## config.mk

```make
export PLATFORM = sky130hd
export DESIGN_NAME = probe_status_bank
export DESIGN_NICKNAME = d
export VERILOG_FILES = /design/src/rtl/probe_status_pkg.sv /design/src/rtl/id_text_picker.sv /design/src/rtl/probe_status_bank.sv
export SDC_FILE = /design/constraint.sdc
export NUM_CORES = 1
export LEC_CHECK = 0
export ABC_AREA = 1
export BUFFER_PORTS_ARGS = -buffer_cell sky130_fd_sc_hd__clkbuf_2
export CAP_MARGIN = 20
export CORE_AREA = 2 2 300 302
export CTS_CLUSTER_SIZE = 14
export DETAILED_ROUTE_END_ITERATION = 12
export DIE_AREA = 0 0 302 304
export HOLD_SLACK_MARGIN = 0.08
export PLACE_DENSITY = 0.35
export SKIP_LAST_GASP = 1
export SLEW_MARGIN = 20
export SYNTH_ARGS = -nofsm -noshare
export SYNTH_HDL_FRONTEND = slang
export SYNTH_SLANG_ARGS = --single-unit
```

## constraint.sdc

```tcl
create_clock -name core_clk -period 2.6 [get_ports core_clk]
set_clock_uncertainty 0.2 [all_clocks]
set_input_delay 0.26 -clock core_clk [delete_from_list [all_inputs] [get_ports core_clk]]
set_output_delay 0.26 -clock core_clk [all_outputs]
set_load 0.005 [all_outputs]
```

## src/rtl/probe_status_pkg.sv

```systemverilog
// Purpose: Shared constants of the probe status register bank.
// Assumes: Register addresses are the zero-based word addresses seen on the line.
// Notes: 32-bit values occupy two words, less significant word at the lower address.
`default_nettype none

package probe_status_pkg;

  // ---------------------------------------------------------------
  // Register addresses
  // ---------------------------------------------------------------
  localparam logic [15:0] ADDR_OVERALL = 16'h0200;
  localparam logic [15:0] ADDR_FAULT_LOW = 16'h0201;
  localparam logic [15:0] ADDR_FAULT_HIGH = 16'h0203;
  localparam logic [15:0] ADDR_PEROXIDE_COND = 16'h0210;
  localparam logic [15:0] ADDR_DEW_POINT_COND = 16'h0215;
  localparam logic [15:0] ADDR_WATER_COND = 16'h0217;
  localparam logic [15:0] ADDR_SENSOR_LIFE = 16'h0222;
  localparam logic [15:0] ADDR_TEST_SIGNED = 16'h1f00;
  localparam logic [15:0] ADDR_TEST_FLOAT = 16'h1f01;
  localparam logic [15:0] ADDR_TEST_TEXT = 16'h1f03;
  localparam int TEST_TEXT_WORDS = 4;

  // ---------------------------------------------------------------
  // Overall condition weights (bit positions)
  // ---------------------------------------------------------------
  localparam int COND_CRITICAL = 0;
  localparam int COND_ERROR = 1;
  localparam int COND_WARNING = 2;
  localparam int COND_NOTICE = 3;
  localparam int COND_CAL_MODE = 4;

  // ---------------------------------------------------------------
  // Per-measurement condition weights (bit positions)
  // ---------------------------------------------------------------
  localparam int MEAS_UNRELIABLE = 1;
  localparam int MEAS_FROZEN = 5;
  localparam int MEAS_CAL_EXPIRED = 6;
  localparam int MEAS_SENSOR_FAIL = 7;
  localparam int MEAS_NOT_READY = 8;
  localparam int MEAS_COUNT = 3;
  localparam int MEAS_FLAGS = 5;

  // ---------------------------------------------------------------
  // Fault code classes
  // ---------------------------------------------------------------
  localparam logic [31:0] LOW_CRITICAL_MASK = 32'h0000_0003;
  localparam logic [31:0] LOW_ERROR_MASK = 32'h000c_c478;
  localparam logic [31:0] HIGH_ERROR_MASK = 32'h0000_5300;
  localparam logic [31:0] HIGH_INFO_MASK = 32'h0000_a000;
  localparam logic [31:0] HIGH_WARNING_MASK = 32'h0001_0000;
  localparam int HIGH_PURGE_BIT = 13;
  localparam int HIGH_CAL_EXPIRED_BIT = 16;

  // ---------------------------------------------------------------
  // Reset values
  // ---------------------------------------------------------------
  localparam logic [15:0] OVERALL_RESET = 16'h0000;
  localparam logic [31:0] FAULT_RESET = 32'h0000_0000;
  localparam logic [15:0] MEAS_RESET = 16'h0100;
  localparam logic [31:0] LIFE_RESET = 32'h0000_0000;

  // ---------------------------------------------------------------
  // Test constants
  // ---------------------------------------------------------------
  localparam logic [15:0] TEST_SIGNED_VALUE = 16'hcfc7;
  localparam logic [31:0] TEST_FLOAT_VALUE = 32'hc2f6_e666;
  localparam logic [63:0] TEST_TEXT_VALUE = 64'h2d31_3233_2e34_3500;

  // ---------------------------------------------------------------
  // Exceptions and identification objects
  // ---------------------------------------------------------------
  localparam logic [7:0] EXC_READ_ONLY = 8'h01;
  localparam logic [7:0] EXC_BAD_ADDRESS = 8'h02;
  localparam logic [7:0] OBJ_VERSION = 8'h02;
  localparam logic [7:0] OBJ_SERIAL = 8'h80;
  localparam logic [7:0] OBJ_CAL_DATE = 8'h81;
  localparam logic [7:0] OBJ_CAL_INFO = 8'h82;
  localparam int DATE_CHARS = 10;
  localparam int MAX_CHARS = 64;

endpackage : probe_status_pkg

`default_nettype wire

```

## src/rtl/id_text_picker.sv

```systemverilog
// Purpose: Picks one character of an identification object text.
// Assumes: Texts are packed with the first character in the top byte, NUL padded.
// Notes: Past the end of a text, or for an invalid text, the character is zero.
`default_nettype none

module id_text_picker #(
  parameter int VER_CHARS = 16,
  parameter int SERIAL_CHARS = 16,
  parameter int INFO_CHARS = 32
) (
  // Selection
  input wire logic [7:0] obj_id,
  input wire logic [5:0] char_index,
  // Texts
  input wire logic [8*VER_CHARS-1:0] version_text,
  input wire logic [8*SERIAL_CHARS-1:0] unit_serial_object,
  input wire logic [8*probe_status_pkg::DATE_CHARS-1:0] cal_date_object,
  input wire logic cal_date_valid,
  input wire logic [8*INFO_CHARS-1:0] cal_info_object,
  input wire logic cal_info_valid,
  // Result
  output logic [7:0] char_out,
  output logic known
);

  localparam int W = 8 * probe_status_pkg::MAX_CHARS;

  function automatic logic [7:0] pick(input logic [W-1:0] t, input logic [5:0] i);
    pick = t[8 * (probe_status_pkg::MAX_CHARS - 1 - int'(i)) +: 8];
  endfunction : pick

  logic [W-1:0] ver_wide;
  logic [W-1:0] serial_wide;
  logic [W-1:0] date_wide;
  logic [W-1:0] info_wide;

  assign ver_wide = {version_text, {(W - 8 * VER_CHARS){1'b0}}};
  assign serial_wide = {unit_serial_object, {(W - 8 * SERIAL_CHARS){1'b0}}};
  assign date_wide = {cal_date_object, {(W - 8 * probe_status_pkg::DATE_CHARS){1'b0}}};
  assign info_wide = {cal_info_object, {(W - 8 * INFO_CHARS){1'b0}}};

  always_comb begin
    char_out = 8'h00;
    known = 1'b1;
    case (obj_id)
      probe_status_pkg::OBJ_VERSION: char_out = pick(ver_wide, char_index);
      probe_status_pkg::OBJ_SERIAL: char_out = pick(serial_wide, char_index);
      probe_status_pkg::OBJ_CAL_DATE: begin
        // Empty string when no valid date is held
        char_out = cal_date_valid ? pick(date_wide, char_index) : 8'h00;
      end
      probe_status_pkg::OBJ_CAL_INFO: begin
        char_out = cal_info_valid ? pick(info_wide, char_index) : 8'h00;
      end
      default: known = 1'b0;
    endcase
  end

endmodule : id_text_picker

`default_nettype wire

```

## src/rtl/probe_status_bank.sv

```systemverilog
// Purpose: Read-only status, diagnostic, identification and test register bank.
// Assumes: Condition inputs come from logic on core_clk; framing is done outside.
// Notes: One word request per cycle, answered one cycle later.
//
// Summary of operation
// - Overall condition word: 1 critical, 2 error, 4 warning, 8 notice, 16 calibration.
// - Simultaneous conditions read as the sum of their weights.
// - Measurement word: 2 unreliable, 32 frozen, 64 expired, 128 failed, 256 not ready.
// - Low fault word: 1 checksum, 2 settings corrupt, 8 supply voltage high.
// - Low fault word: 16 internal voltage low, 32 internal voltage high, errors.
// - Low fault word: humidity open 64, 1024; temperature 16384, 32768, 262144, 524288.
// - High fault word: 256 external converter, 512 storage, 4096 humidity short.
// - High fault word: 16384 internal converter failure, an error.
// - High fault word: 8192 purge, 32768 expiry near, 65536 calibration expired.
// - Sensor life is a float percentage, 100 fresh down to 0.
// - Object 129 returns calibration date text, empty when invalid.
// - Object 130 returns calibration info text, empty when invalid.
// - Object 2 returns the software version text.
// - Test constants -12345, float -123.45 and text of the same figure.
// - Measurement condition words cannot be altered by the host.
// - Floats use two words, less significant word first.
`default_nettype none

module probe_status_bank #(
  parameter int VER_CHARS = 16,
  parameter int SERIAL_CHARS = 16,
  parameter int INFO_CHARS = 32
) (
  // Clock and reset
  input wire logic core_clk,
  input wire logic reset_n,
  // Register request
  input wire logic req_valid,
  input wire logic req_write,
  input wire logic [15:0] req_addr,
  // Register answer
  output logic resp_valid,
  output logic [15:0] resp_data,
  output logic resp_exception,
  output logic [7:0] resp_exc_code,
  // Identification object request
  input wire logic obj_req,
  input wire logic [7:0] obj_id,
  input wire logic [5:0] obj_char_index,
  // Identification object answer
  output logic obj_valid,
  output logic [7:0] obj_char,
  output logic obj_exception,
  // Device conditions
  input wire logic [31:0] fault_low_in,
  input wire logic [31:0] fault_high_in,
  input wire logic [probe_status_pkg::MEAS_COUNT-1:0][probe_status_pkg::MEAS_FLAGS-1:0]
    meas_flags,
  input wire logic cal_mode,
  input wire logic [31:0] sensor_life_in,
  // Identification texts
  input wire logic [8*VER_CHARS-1:0] version_text,
  input wire logic [8*SERIAL_CHARS-1:0] unit_serial_object,
  input wire logic [8*probe_status_pkg::DATE_CHARS-1:0] cal_date_object,
  input wire logic cal_date_valid,
  input wire logic [8*INFO_CHARS-1:0] cal_info_object,
  input wire logic cal_info_valid
);

  // ---------------------------------------------------------------
  // State
  // ---------------------------------------------------------------
  typedef struct packed {
    logic [15:0] overall;
    logic [31:0] fault_low;
    logic [31:0] fault_high;
    logic [probe_status_pkg::MEAS_COUNT-1:0][15:0] meas;
    logic [31:0] life;
    logic [15:0] hold_word;
    logic [15:0] hold_addr;
    logic hold_ok;
    logic resp_valid;
    logic [15:0] resp_data;
    logic resp_exception;
    logic [7:0] resp_exc_code;
    logic obj_valid;
    logic [7:0] obj_char;
    logic obj_exception;
  } state_s;

  state_s st;
  state_s next_st;

  // ---------------------------------------------------------------
  // Decoding
  // ---------------------------------------------------------------
  function automatic logic [15:0] meas_word(input logic [probe_status_pkg::MEAS_FLAGS-1:0] f);
    meas_word = 16'h0000;
    meas_word[probe_status_pkg::MEAS_UNRELIABLE] = f[0];
    meas_word[probe_status_pkg::MEAS_FROZEN] = f[1];
    meas_word[probe_status_pkg::MEAS_CAL_EXPIRED] = f[2];
    meas_word[probe_status_pkg::MEAS_SENSOR_FAIL] = f[3];
    meas_word[probe_status_pkg::MEAS_NOT_READY] = f[4];
  endfunction : meas_word

  // Returns {hit, data}; 32-bit values answer low word at base, high word at base+1
  function automatic logic [16:0] read_word(input logic [15:0] a, input state_s s);
    logic [63:0] txt;
    txt = probe_status_pkg::TEST_TEXT_VALUE;
    read_word = {1'b1, 16'h0000};
    case (a)
      probe_status_pkg::ADDR_OVERALL: read_word[15:0] = s.overall;
      probe_status_pkg::ADDR_FAULT_LOW: read_word[15:0] = s.fault_low[15:0];
      probe_status_pkg::ADDR_FAULT_LOW + 16'h0001: read_word[15:0] = s.fault_low[31:16];
      probe_status_pkg::ADDR_FAULT_HIGH: read_word[15:0] = s.fault_high[15:0];
      probe_status_pkg::ADDR_FAULT_HIGH + 16'h0001: read_word[15:0] = s.fault_high[31:16];
      probe_status_pkg::ADDR_PEROXIDE_COND: read_word[15:0] = s.meas[0];
      probe_status_pkg::ADDR_DEW_POINT_COND: read_word[15:0] = s.meas[1];
      probe_status_pkg::ADDR_WATER_COND: read_word[15:0] = s.meas[2];
      probe_status_pkg::ADDR_SENSOR_LIFE: read_word[15:0] = s.life[15:0];
      probe_status_pkg::ADDR_SENSOR_LIFE + 16'h0001: read_word[15:0] = s.life[31:16];
      probe_status_pkg::ADDR_TEST_SIGNED: begin
        read_word[15:0] = probe_status_pkg::TEST_SIGNED_VALUE;
      end
      probe_status_pkg::ADDR_TEST_FLOAT: begin
        read_word[15:0] = probe_status_pkg::TEST_FLOAT_VALUE[15:0];
      end
      probe_status_pkg::ADDR_TEST_FLOAT + 16'h0001: begin
        read_word[15:0] = probe_status_pkg::TEST_FLOAT_VALUE[31:16];
      end
      probe_status_pkg::ADDR_TEST_TEXT: read_word[15:0] = txt[63:48];
      probe_status_pkg::ADDR_TEST_TEXT + 16'h0001: read_word[15:0] = txt[47:32];
      probe_status_pkg::ADDR_TEST_TEXT + 16'h0002: read_word[15:0] = txt[31:16];
      probe_status_pkg::ADDR_TEST_TEXT + 16'h0003: read_word[15:0] = txt[15:0];
      default: read_word = {1'b0, 16'h0000};
    endcase
  endfunction : read_word

  // ---------------------------------------------------------------
  // Identification objects
  // ---------------------------------------------------------------
  logic [7:0] picked_char;
  logic picked_known;

  id_text_picker #(
    .VER_CHARS(VER_CHARS),
    .SERIAL_CHARS(SERIAL_CHARS),
    .INFO_CHARS(INFO_CHARS)
  ) u_picker (
    .obj_id(obj_id),
    .char_index(obj_char_index),
    .version_text(version_text),
    .unit_serial_object(unit_serial_object),
    .cal_date_object(cal_date_object),
    .cal_date_valid(cal_date_valid),
    .cal_info_object(cal_info_object),
    .cal_info_valid(cal_info_valid),
    .char_out(picked_char),
    .known(picked_known)
  );

  // ---------------------------------------------------------------
  // Next state
  // ---------------------------------------------------------------
  logic [16:0] rd_now;
  logic [16:0] rd_upper;
  logic [15:0] addr_plus;

  always_comb begin
    next_st = st;
    addr_plus = 16'(req_addr + 16'h0001);
    rd_now = read_word(req_addr, st);
    rd_upper = read_word(addr_plus, st);
    // Snapshot of the device conditions; powers of two so OR equals sum
    next_st.fault_low = fault_low_in & (probe_status_pkg::LOW_CRITICAL_MASK |
      probe_status_pkg::LOW_ERROR_MASK);
    next_st.fault_high = fault_high_in & (probe_status_pkg::HIGH_ERROR_MASK |
      probe_status_pkg::HIGH_INFO_MASK |
      probe_status_pkg::HIGH_WARNING_MASK);
    next_st.overall = 16'h0000;
    next_st.overall[probe_status_pkg::COND_CRITICAL] =
      |(fault_low_in & probe_status_pkg::LOW_CRITICAL_MASK);
    next_st.overall[probe_status_pkg::COND_ERROR] =
      |(fault_low_in & probe_status_pkg::LOW_ERROR_MASK) |
      |(fault_high_in & probe_status_pkg::HIGH_ERROR_MASK);
    next_st.overall[probe_status_pkg::COND_WARNING] =
      |(fault_high_in & probe_status_pkg::HIGH_WARNING_MASK);
    next_st.overall[probe_status_pkg::COND_NOTICE] =
      |(fault_high_in & probe_status_pkg::HIGH_INFO_MASK);
    next_st.overall[probe_status_pkg::COND_CAL_MODE] = cal_mode;
    for (int m = 0; m < probe_status_pkg::MEAS_COUNT; m++) begin
      next_st.meas[m] = meas_word(meas_flags[m]);
    end
    next_st.life = sensor_life_in;
    // Answer defaults
    next_st.resp_valid = req_valid;
    next_st.resp_data = 16'h0000;
    next_st.resp_exception = 1'b0;
    next_st.resp_exc_code = 8'h00;
    if (req_valid && req_write) begin
      // Nothing in this bank is writable; contents stay untouched
      next_st.resp_exception = 1'b1;
      next_st.resp_exc_code = rd_now[16] ? probe_status_pkg::EXC_READ_ONLY :
        probe_status_pkg::EXC_BAD_ADDRESS;
    end else if (req_valid && !rd_now[16]) begin
      next_st.resp_exception = 1'b1;
      next_st.resp_exc_code = probe_status_pkg::EXC_BAD_ADDRESS;
    end else if (req_valid) begin
      // Upper half is frozen with the lower read; a pair tears only if its lower half came from the hold or another hit read came between
      if (st.hold_ok && req_addr == st.hold_addr) begin
        next_st.resp_data = st.hold_word;
      end else begin
        next_st.resp_data = rd_now[15:0];
      end
      next_st.hold_ok = rd_upper[16];
      next_st.hold_addr = addr_plus;
      next_st.hold_word = rd_upper[15:0];
    end
    next_st.obj_valid = obj_req;
    next_st.obj_char = (obj_req && picked_known) ? picked_char : 8'h00;
    next_st.obj_exception = obj_req && !picked_known;
  end

  always_ff @(posedge core_clk or negedge reset_n) begin
    if (!reset_n) begin
      st <= '0;
      st.overall <= probe_status_pkg::OVERALL_RESET;
      st.fault_low <= probe_status_pkg::FAULT_RESET;
      st.fault_high <= probe_status_pkg::FAULT_RESET;
      st.meas <= {probe_status_pkg::MEAS_COUNT{probe_status_pkg::MEAS_RESET}};
      st.life <= probe_status_pkg::LIFE_RESET;
    end else begin
      st <= next_st;
    end
  end

  assign resp_valid = st.resp_valid;
  assign resp_data = st.resp_data;
  assign resp_exception = st.resp_exception;
  assign resp_exc_code = st.resp_exc_code;
  assign obj_valid = st.obj_valid;
  assign obj_char = st.obj_char;
  assign obj_exception = st.obj_exception;
endmodule : probe_status_bank

`default_nettype wire

```

# Word-level counts from Yosys, hierarchy flattened
# Cells that the tools add are included.
# Widths: inputs -> output; s select.
dict set report word_totals {
  reg_bits 139
  wordCells 96
  output_inout_bits 36
  input_bits 741
}
dict set report op_classes {
  addsub 2
  n_reduce_logical 15
  bitwise_logic 3
  eq_ne 39
  shift 4
  n_mux 16
}
# cell count
set ops {}
lappend ops {{$shiftx 512x10->8} 4}
lappend ops {{$pmux 16 s17} 2}
lappend ops {{$eq 16x10->1 const B} 20}
lappend ops {{$eq 16x13->1 const B} 14}
lappend ops {{$mux 16} 4}
lappend ops {{$reduce_or 17->1} 2}
lappend ops {{$pmux 8 s4} 1}
lappend ops {{$eq 8x8->1 const B} 3}
lappend ops {{$mux 8} 3}
lappend ops {{$mux 9} 2}
lappend ops {{$add 16x1->16 const B} 1}
lappend ops {{$eq 16x16->1} 1}
lappend ops {{$reduce_or 9->1} 1}
lappend ops {{$eq 8x2->1 const B} 1}
lappend ops {{$reduce_or 4->1} 2}
lappend ops {{$sub 6x6->7 const A} 1}
lappend ops {{$logic_and 1x1->1} 5}
lappend ops {{$reduce_or 2->1} 2}
lappend ops {{$mux 1} 3}
lappend ops {{$reduce_and 3->1} 1}
lappend ops {{$logic_not 1->1} 2}
lappend ops {{$mux 2} 1}
lappend ops {{$not 1->1} 2}
lappend ops {{$or 1x1->1} 1}

# Depth between registers and ports, before layout
# Gate-level depths: netlist of run 1.
dict set report logic_depth {
  ltp_word 7
  ltp_mapped 18
  ltp_nobuf 18
}

# Cells and area by module
# A second synthesis of run 1 with hierarchy kept.
dict set report hier_totals {
  hier_cells 2337
  hier_area_um2 13724.4
}
# module n_inst area_each_um2 seq_area_each_um2 cells_per_inst
set by_module_without_submodules {}
lappend by_module_without_submodules {probe_status_bank 1 7289.5 3306.9 945}
lappend by_module_without_submodules {id_text_picker 1 6434.9 0.0 1392}

# Least setup slack after synthesis of run 1
# OpenSTA, ideal clock, no wires.
dict set report synth_path {
  path_kind {input to register}
  from {in req_addr[0]}
  to {reg st[67] (netlist bit)}
  path_buffers 0
  t_required_ns 2.335
  path_stages 12
  setup_ns 0.065
  t_arrival_ns 1.964
  path_slack_ns 0.371
  path_cell_list {ha_1 -> xnor2_1 -> nand3_1 -> nor3_4 -> nand3_2 -> clkinv_2 -> nand2_1 -> nand2_1 -> nor2_1 -> nand3_1 -> nand3_1 -> nand2_1}
}
dict set report synth_via {
  elab_chain_cells 7
  elab_cells_between_ends 42
  cone_classes {1 x add/sub; 34 x eq/ne; 2 x mux; 1 x bitwise; 4 x reduce/logical}
}
# element line
set synth_lines {}
lappend synth_lines {{start, declared} probe_status_bank.sv:35} ;# input wire logic [15:0] req_addr,
lappend synth_lines {{branches (longest 7 deep; another with $add 16x1->16)} --}
lappend synth_lines {{end signal, assigned} probe_status_bank.sv:228} ;# st <= next_st;
lappend synth_lines {{end, declared} probe_status_bank.sv:86} ;# state_s st;
# Parallel ways; which one is timed is not known.
# A chain may end at the register's enable or synchronous reset.

==> results.json, run 1 <==
{
  "grt_pass1_wl_mm": 138.3,
  "root_buffer": "clkbuf_16",
  "synth_seq_cells": 132,
  "yosysMostFrequentCell": "nand2_1",
  "drt.antenna.violating_nets": 0,
  "port_buffers": 724,
  "globalRouteOverflowTotal": 0,
  "crit_chain": "clkbuf_2, or2_2, nor3_1, buf_4, nand2_4, inv_4, buf_4, buf_12, nand2_1, nand3_1, nand3_1, nand3_1, nand2_1, nand2_1, nand3_1, a21oi_4",
  "start_util_pct": 14.44,
  "max_stage_delay_ns": 0.30,
  "worstSetupPathType": "input pin to flip-flop",
  "cts_tree": "done",
  "tns_ns": 0,
  "ys.flop_type": "dfrtp_1",
  "crit_path_end_kind": "flip-flop",
  "synth_common_cells": "nand2_1 (607), nand3_1 (370), nor2_1 (243)",
  "power.density_mw_per_mm2": 318.9,
  "report.power.total_mw": 6.606,
  "crit_family": "simple AND/OR/NAND/NOR gates",
  "clk_pin_slew_ns": 0.07,
  "ys_top_cells_by_area": "dfrtp_1 (25%), nand2_1 (18%), nand3_1 (14%)",
  "slew_viol_final": 0,
  "hold_class": "input pin to async pin",
  "coreArea_mm2": 0.08905,
  "cts_htree_levels": 4,
  "area_delta_synth_final_pct": 61.04,
  "clock_path_buffers": 2,
  "die_x_um": 302,
  "tightestPinTransition_ns": 0.5208,
  "timing.hold.ws_ns": 0.1146,
  "critPathMaxFanout": 55,
  "clk_latency_ns": 0.46,
  "synth.top_cell.area_share_pct": 25.10,
  "cp_common_cell": "nand3_1",
  "critPathBufInv": 5,
  "wl_per_cell_um": 23.27,
  "cp_data_required_time_ns": 2.75,
  "period_share_pct": 94.76,
  "die-area_mm2": 0.09181,
  "fin_crit_ns": 2.464,
  "via_count": 18850,
  "fmax_mhz": 405.9,
  "final_nets": 3787,
  "synth_edf_count": 0,
  "antenna_found_initial": 26,
  "syn_avg_cell_area_um2": 5.987,
  "ys_types": 49,
  "startpoint_type": "input pin",
  "yosysTopAreaCell": "dfrtp_1",
  "grt_max_degree": 94,
  "final_area_mm2": 0.02071,
  "first_iter_violations": 1271,
  "drive_above_1_share_pct": 35.23,
  "grt_usage_pct": 20.90,
  "rsz0062_at_grt": "true",
  "synth_area_mm2": 0.01286,
  "ir_drop_mv": 0.4819,
  "hold_viol_final": 0,
  "drt_drc_violations_left": 0,
  "relSlewSlack_pct": 65.28,
  "maxCapViolCount": 0,
  "die_h_um": 304,
  "ys_seq_area_share_pct": 25.71,
  "dp.final_hpwl_mm": 84.34,
  "grt_pass1_vias": 18960,
  "placed_cell_area_mm2": 0.01935,
  "critPathArrivalTime_ns": 2.61,
  "cts_sinks": 132,
  "synthCells": 2148,
  "pin_count": 777,
  "rows": 110,
  "synthArstFlopShare_pct": 100.0,
  "ys_warn_count": 0,
  "viasPerCell": 4.451,
  "cp_slowest_cell": "or2_2",
  "status": "finished clean",
  "final-setup-viol-count": 0,
  "cts_buffers": 17,
  "gp_congestion": 0.9332,
  "dr.pass1.iters": 5,
  "p_leak_nw": 10.59,
  "wirelength_mm": 98.56
}
## logic make-up after synthesis
family	synth area share, %
fa+ha+maj	0.4864
compound gates	18.28
mux	0.2335
xor+xnor	0.3405
flops	25.71
buf+inv	9.690
other cells	0.02916
simple gates	45.23
## worst reg2reg max path: stages (launching register included)
cell      delay [ns]
dfrtp_1         0.39
inv_1           0.07
o22ai_1         0.07
a211oi_1        0.23
nand3_1         0.15
nor2_1          0.18
nand3_1         0.17
inv_1           0.14
buf_12          0.15
nand2_1         0.06
a21oi_1         0.19
## worst paths after layout
check / from / end / slack (ns) / cells after the start
worst max register to register: st[46] / resp_data[11] / 0.50 / 10
max in group asynchronous: reset_n / st[125] / 1.38 / 3
worst max-delay path: obj_id[3] / obj_char[0] / 0.14 / 16
worst min register to register: st[62] / st[62] / 0.28 / 2
min in group core_clk: req_addr[5] / st[42] / 0.18 / 5
worst min-delay path: reset_n / resp_data[12] / 0.11 / 2
## flip-flops by register name, indices dropped and copies added (netlist names)
| signal | flops |
|---|---|
| obj_valid | 1 |
| resp_exception | 1 |
| resp_valid | 1 |
| obj_exception | 1 |
| obj_char | 8 |
| resp_exc_code | 2 |
| st | 102 |
| resp_data | 16 |
## final cells by class
class                      instances  area [um2]
clock inverter                    14       131.4
timing repair buffer            1043        6570
fill                           10330       68340
multi-input combinational       1738        8357
tap                             1176        1471
antenna                            5       12.51
inverter                         109       432.9
sequential                       132        3307
clock buffer                      18       429.2
## layer usage
metal | part of all wire [%] | GRT usage, % | up-vias
met1 | 44 | 27.61 | 8980
li1 | - | - | 9048
met2 | 49 | 35.79 | 726
met5 | 0.013 | 0 | -
met3 | 5.3 | 2.863 | 95
met4 | 2.0 | 4.789 | 2
## metrics by stage
| step | utilization, % | std cells | setup slack, ns |
|---|---|---|---|
| after detailed placement | 21.73 | 4122 | -0.6326 |
| after floorplan | - | 2153 | 0.3709 |
| after global routing | 23.26 | 4234 | -0.01002 |
| after CTS | 23.18 | 4227 | 0.01524 |
| final | 23.26 | 4235 | 0.1363 |
| after global placement | 21.73 | 4122 | -0.7276 |
## repair_timing
action | CTS | global route
cloned | 0 | 0
setup buffers | 0 | 3
gates resized for setup | 1 | 8
hold buffers | 73 | 0
hold endpoints to repair | 210 | 0
pin swaps | 0 | 1
setup endpoints to repair | 1 | 6
## cell usage in the layout, fill, tap and decap left out, types with 12 or more instances in the layout
cell type,n
o22ai_1,46
nand4_1,33
inv_1,92
clkbuf_16,17
clkbuf_2,720
dlygate4sd3_1,73
a21oi_1,48
nand2_1,605
o211ai_1,23
o221ai_1,38
a22oi_1,12
nand3_1,369
nor2_1,243
o21ai_0,202
dfrtp_1,129
buf_12,27
buf_4,218
## power by group
| group | switching (mW) | leakage [nW] | internal (mW) |
|---|---|---|---|
| combinational | 1.13 | 8.67 | 0.898 |
| clock | 1.08 | 0.263 | 1.32 |
| sequential | 0.0580 | 1.65 | 2.11 |
| total | 2.27 | 10.6 | 4.34 |
Power figures use the tool's default switching activity.
==> run 2, diff against run 1 <==
Settings changed: CORE_AREA 2 2 300 302 to 2 2 304 306, CTS_CLUSTER_SIZE 14 to unset, DIE_AREA 0 0 302 304 to 0 0 306 308, PLACE_DENSITY 0.35 to 0.34.
==> run 2 against run 1 <==
  * Sequential power hardly changed
  * Die area increased by 2.7%
  * Critical path type unchanged
  * Maximum frequency up 0.78%
  * Worst hold slack got worse by 0.011 ns
  * Global-route usage down 0.55 points
  * Sequential share of layout area fell by 0.099 points
  * Power rose by 0.80%
  * Sequential cell count is the same
  * Via count is 0.63% lower
==> results.json, run 2 (synthesis results as in run 1) <==
{
  "first_iter_violations": 1469,
  "critPathMaxFanout": 23,
  "pin_count": 777,
  "die-area_mm2": 0.09425,
  "globalRouteOverflowTotal": 0,
  "combPwrFrac_pct": 30.3,
  "relSlewSlack_pct": 55.78,
  "period_share_pct": 94.02,
  "slew_viol_final": 0,
  "intPower_mw": 4.460,
  "gp_congestion": 0.9582,
  "cts_setup_buffers": 0,
  "largest_reg_flops": 102,
  "clk_latency_ns": 0.45,
  "placed_cell_area_mm2": 0.01947,
  "drive_above_1_share_pct": 35.45,
  "area_delta_synth_final_pct": 62.04,
  "ir_drop_mv": 0.4194,
  "wirelength_mm": 98.55,
  "cts_buffers": 17,
  "fin_crit_ns": 2.445,
  "clkPwrFrac_pct": 37.0,
  "power.density_mw_per_mm2": 319.5,
  "grt_usage_pct": 20.35,
  "switchingPower_mw": 2.199,
  "grt_pass1_vias": 18930,
  "via_count": 18730,
  "p_leak_nw": 10.68,
  "worstSetupPathType": "input pin to flip-flop",
  "hold_viol_final": 0,
  "coreArea_mm2": 0.09097,
  "final_cell_mix": "clkbuf_2 (720), nand2_1 (606), nand3_1 (369)",
  "highest_layer": "met4",
  "dr_wl_met3_mm": 4.408,
  "pwr-share-seq_pct": 32.7,
  "status": "finished clean",
  "die_h_um": 308,
  "rsz0062_at_grt": "false",
  "fmax_mhz": 409.1,
  "clk_pin_slew_ns": 0.06,
  "antenna_found_initial": 20,
  "critPathArrivalTime_ns": 2.58,
  "clock_path_buffers": 2,
  "final_area_mm2": 0.02084,
  "startpoint_type": "input pin",
  "grt_max_degree": 83,
  "tns_ns": 0,
  "switching_share_pct": 33.03,
  "drt-met1-wl_mm": 44.12,
  "rows": 111,
  "start_util_pct": 14.14,
  "drt.antenna.violating_nets": 0,
  "dr_wl_met2_mm": 48.41,
  "die_x_um": 306,
  "wl_per_cell_um": 23.15,
  "dr.pass1.iters": 5,
  "dp.cells": 4147,
  "worst_slack_ns": 0.1554,
  "hold_class": "input pin to async pin",
  "final-setup-viol-count": 0,
  "cts_sinks": 132,
  "final_cells": 4257,
  "final_nets": 3799,
  "maxCapViolCount": 0,
  "drt_drc_violations_left": 0,
  "port_buffers": 724,
  "timing.hold.ws_ns": 0.1034,
  "viasPerCell": 4.400,
  "crit_path_end_kind": "flip-flop",
  "cts_tree": "done",
  "grt_pass1_wl_mm": 138.4,
  "cts_htree_levels": 4,
  "cp_data_required_time_ns": 2.73,
  "largest-register": "st",
  "tightestPinTransition_ns": 0.6633,
  "dp.final_hpwl_mm": 85.02,
  "root_buffer": "clkbuf_16",
  "pre_cts_ws_ns": -0.7155,
  "final_common_cell": "clkbuf_2"
}
==> run 2: metal layers <==
metal	global-route usage, %	vias to the layer above
met2	35.76	712
li1	-	9076
met5	0	-
met1	26.85	8862
met3	2.309	82
met4	3.838	0
==> run 2: critical path, cell delays in order <==
cell      delay, ns
clkbuf_2       0.08
or2_2          0.32
nor3_2         0.23
nand2_4        0.16
inv_8          0.15
buf_12         0.18
buf_4          0.15
nand2_1        0.05
nand3_1        0.07
nand3_1        0.14
nand3_1        0.14
nand2_1        0.08
nand2_1        0.14
nand3_2        0.13
a21oi_4        0.28
==> run 2: path summary, 6_finish.rpt <==
path                                  to  slack [ns]  cells after the start        start
setup / recovery             obj_char[4]        0.16                     15    obj_id[5]
hold / removal             resp_data[12]        0.10                      2      reset_n
setup reg to reg            resp_data[7]        0.42                     10       st[42]
hold reg to reg                   st[54]        0.28                      2       st[54]
max in group asynchronous        st[141]        1.41                      3      reset_n
min in group core_clk             st[41]        0.14                      4  req_addr[3]
==> run 2: through the flow <==
stage | util [%] | power (mW)
2_1_floorplan | - | 2.900
3_3_place_gp | 21.41 | 4.176
3_5_place_dp | 21.41 | 4.163
4_1_cts | 22.88 | 6.797
5_1_grt | 22.90 | 7.037
6_report | 22.91 | 6.659
==> run 2: power by group through the flow <==
stage          Combinational (mW)  Sequential [mW]  Clock (mW)
2_1_floorplan               0.724             2.18           0
3_3_place_gp                 1.96             2.22           0
4_1_cts                      2.05             2.18        2.57
6_report                     2.02             2.18        2.46
3_5_place_dp                 1.95             2.22           0
5_1_grt                      2.21             2.18        2.64
==> run 2: cell type report <==
class                           count  area (um2)
Timing Repair Buffer             1055        6649
Clock inverter                     14       167.7
Multi-Input combinational cell   1738        8356
Fill cell                       10620       70130
Sequential cell                   132        3307
Antenna cell                        5       12.51
Inverter                          109       435.4
Clock buffer                       18       429.2
Tap cell                         1186        1484
==> run 2: timing repair <==
| item | 4_1_cts | 5_1_grt |
|---|---|---|
| endpoints found under the hold margin | 210 | 0 |
| resized for setup | 2 | 4 |
| endpoints found under the setup margin | 1 | 6 |
| pin swaps | 0 | 1 |
| hold buffers | 73 | 0 |
| gates cloned | 0 | 0 |
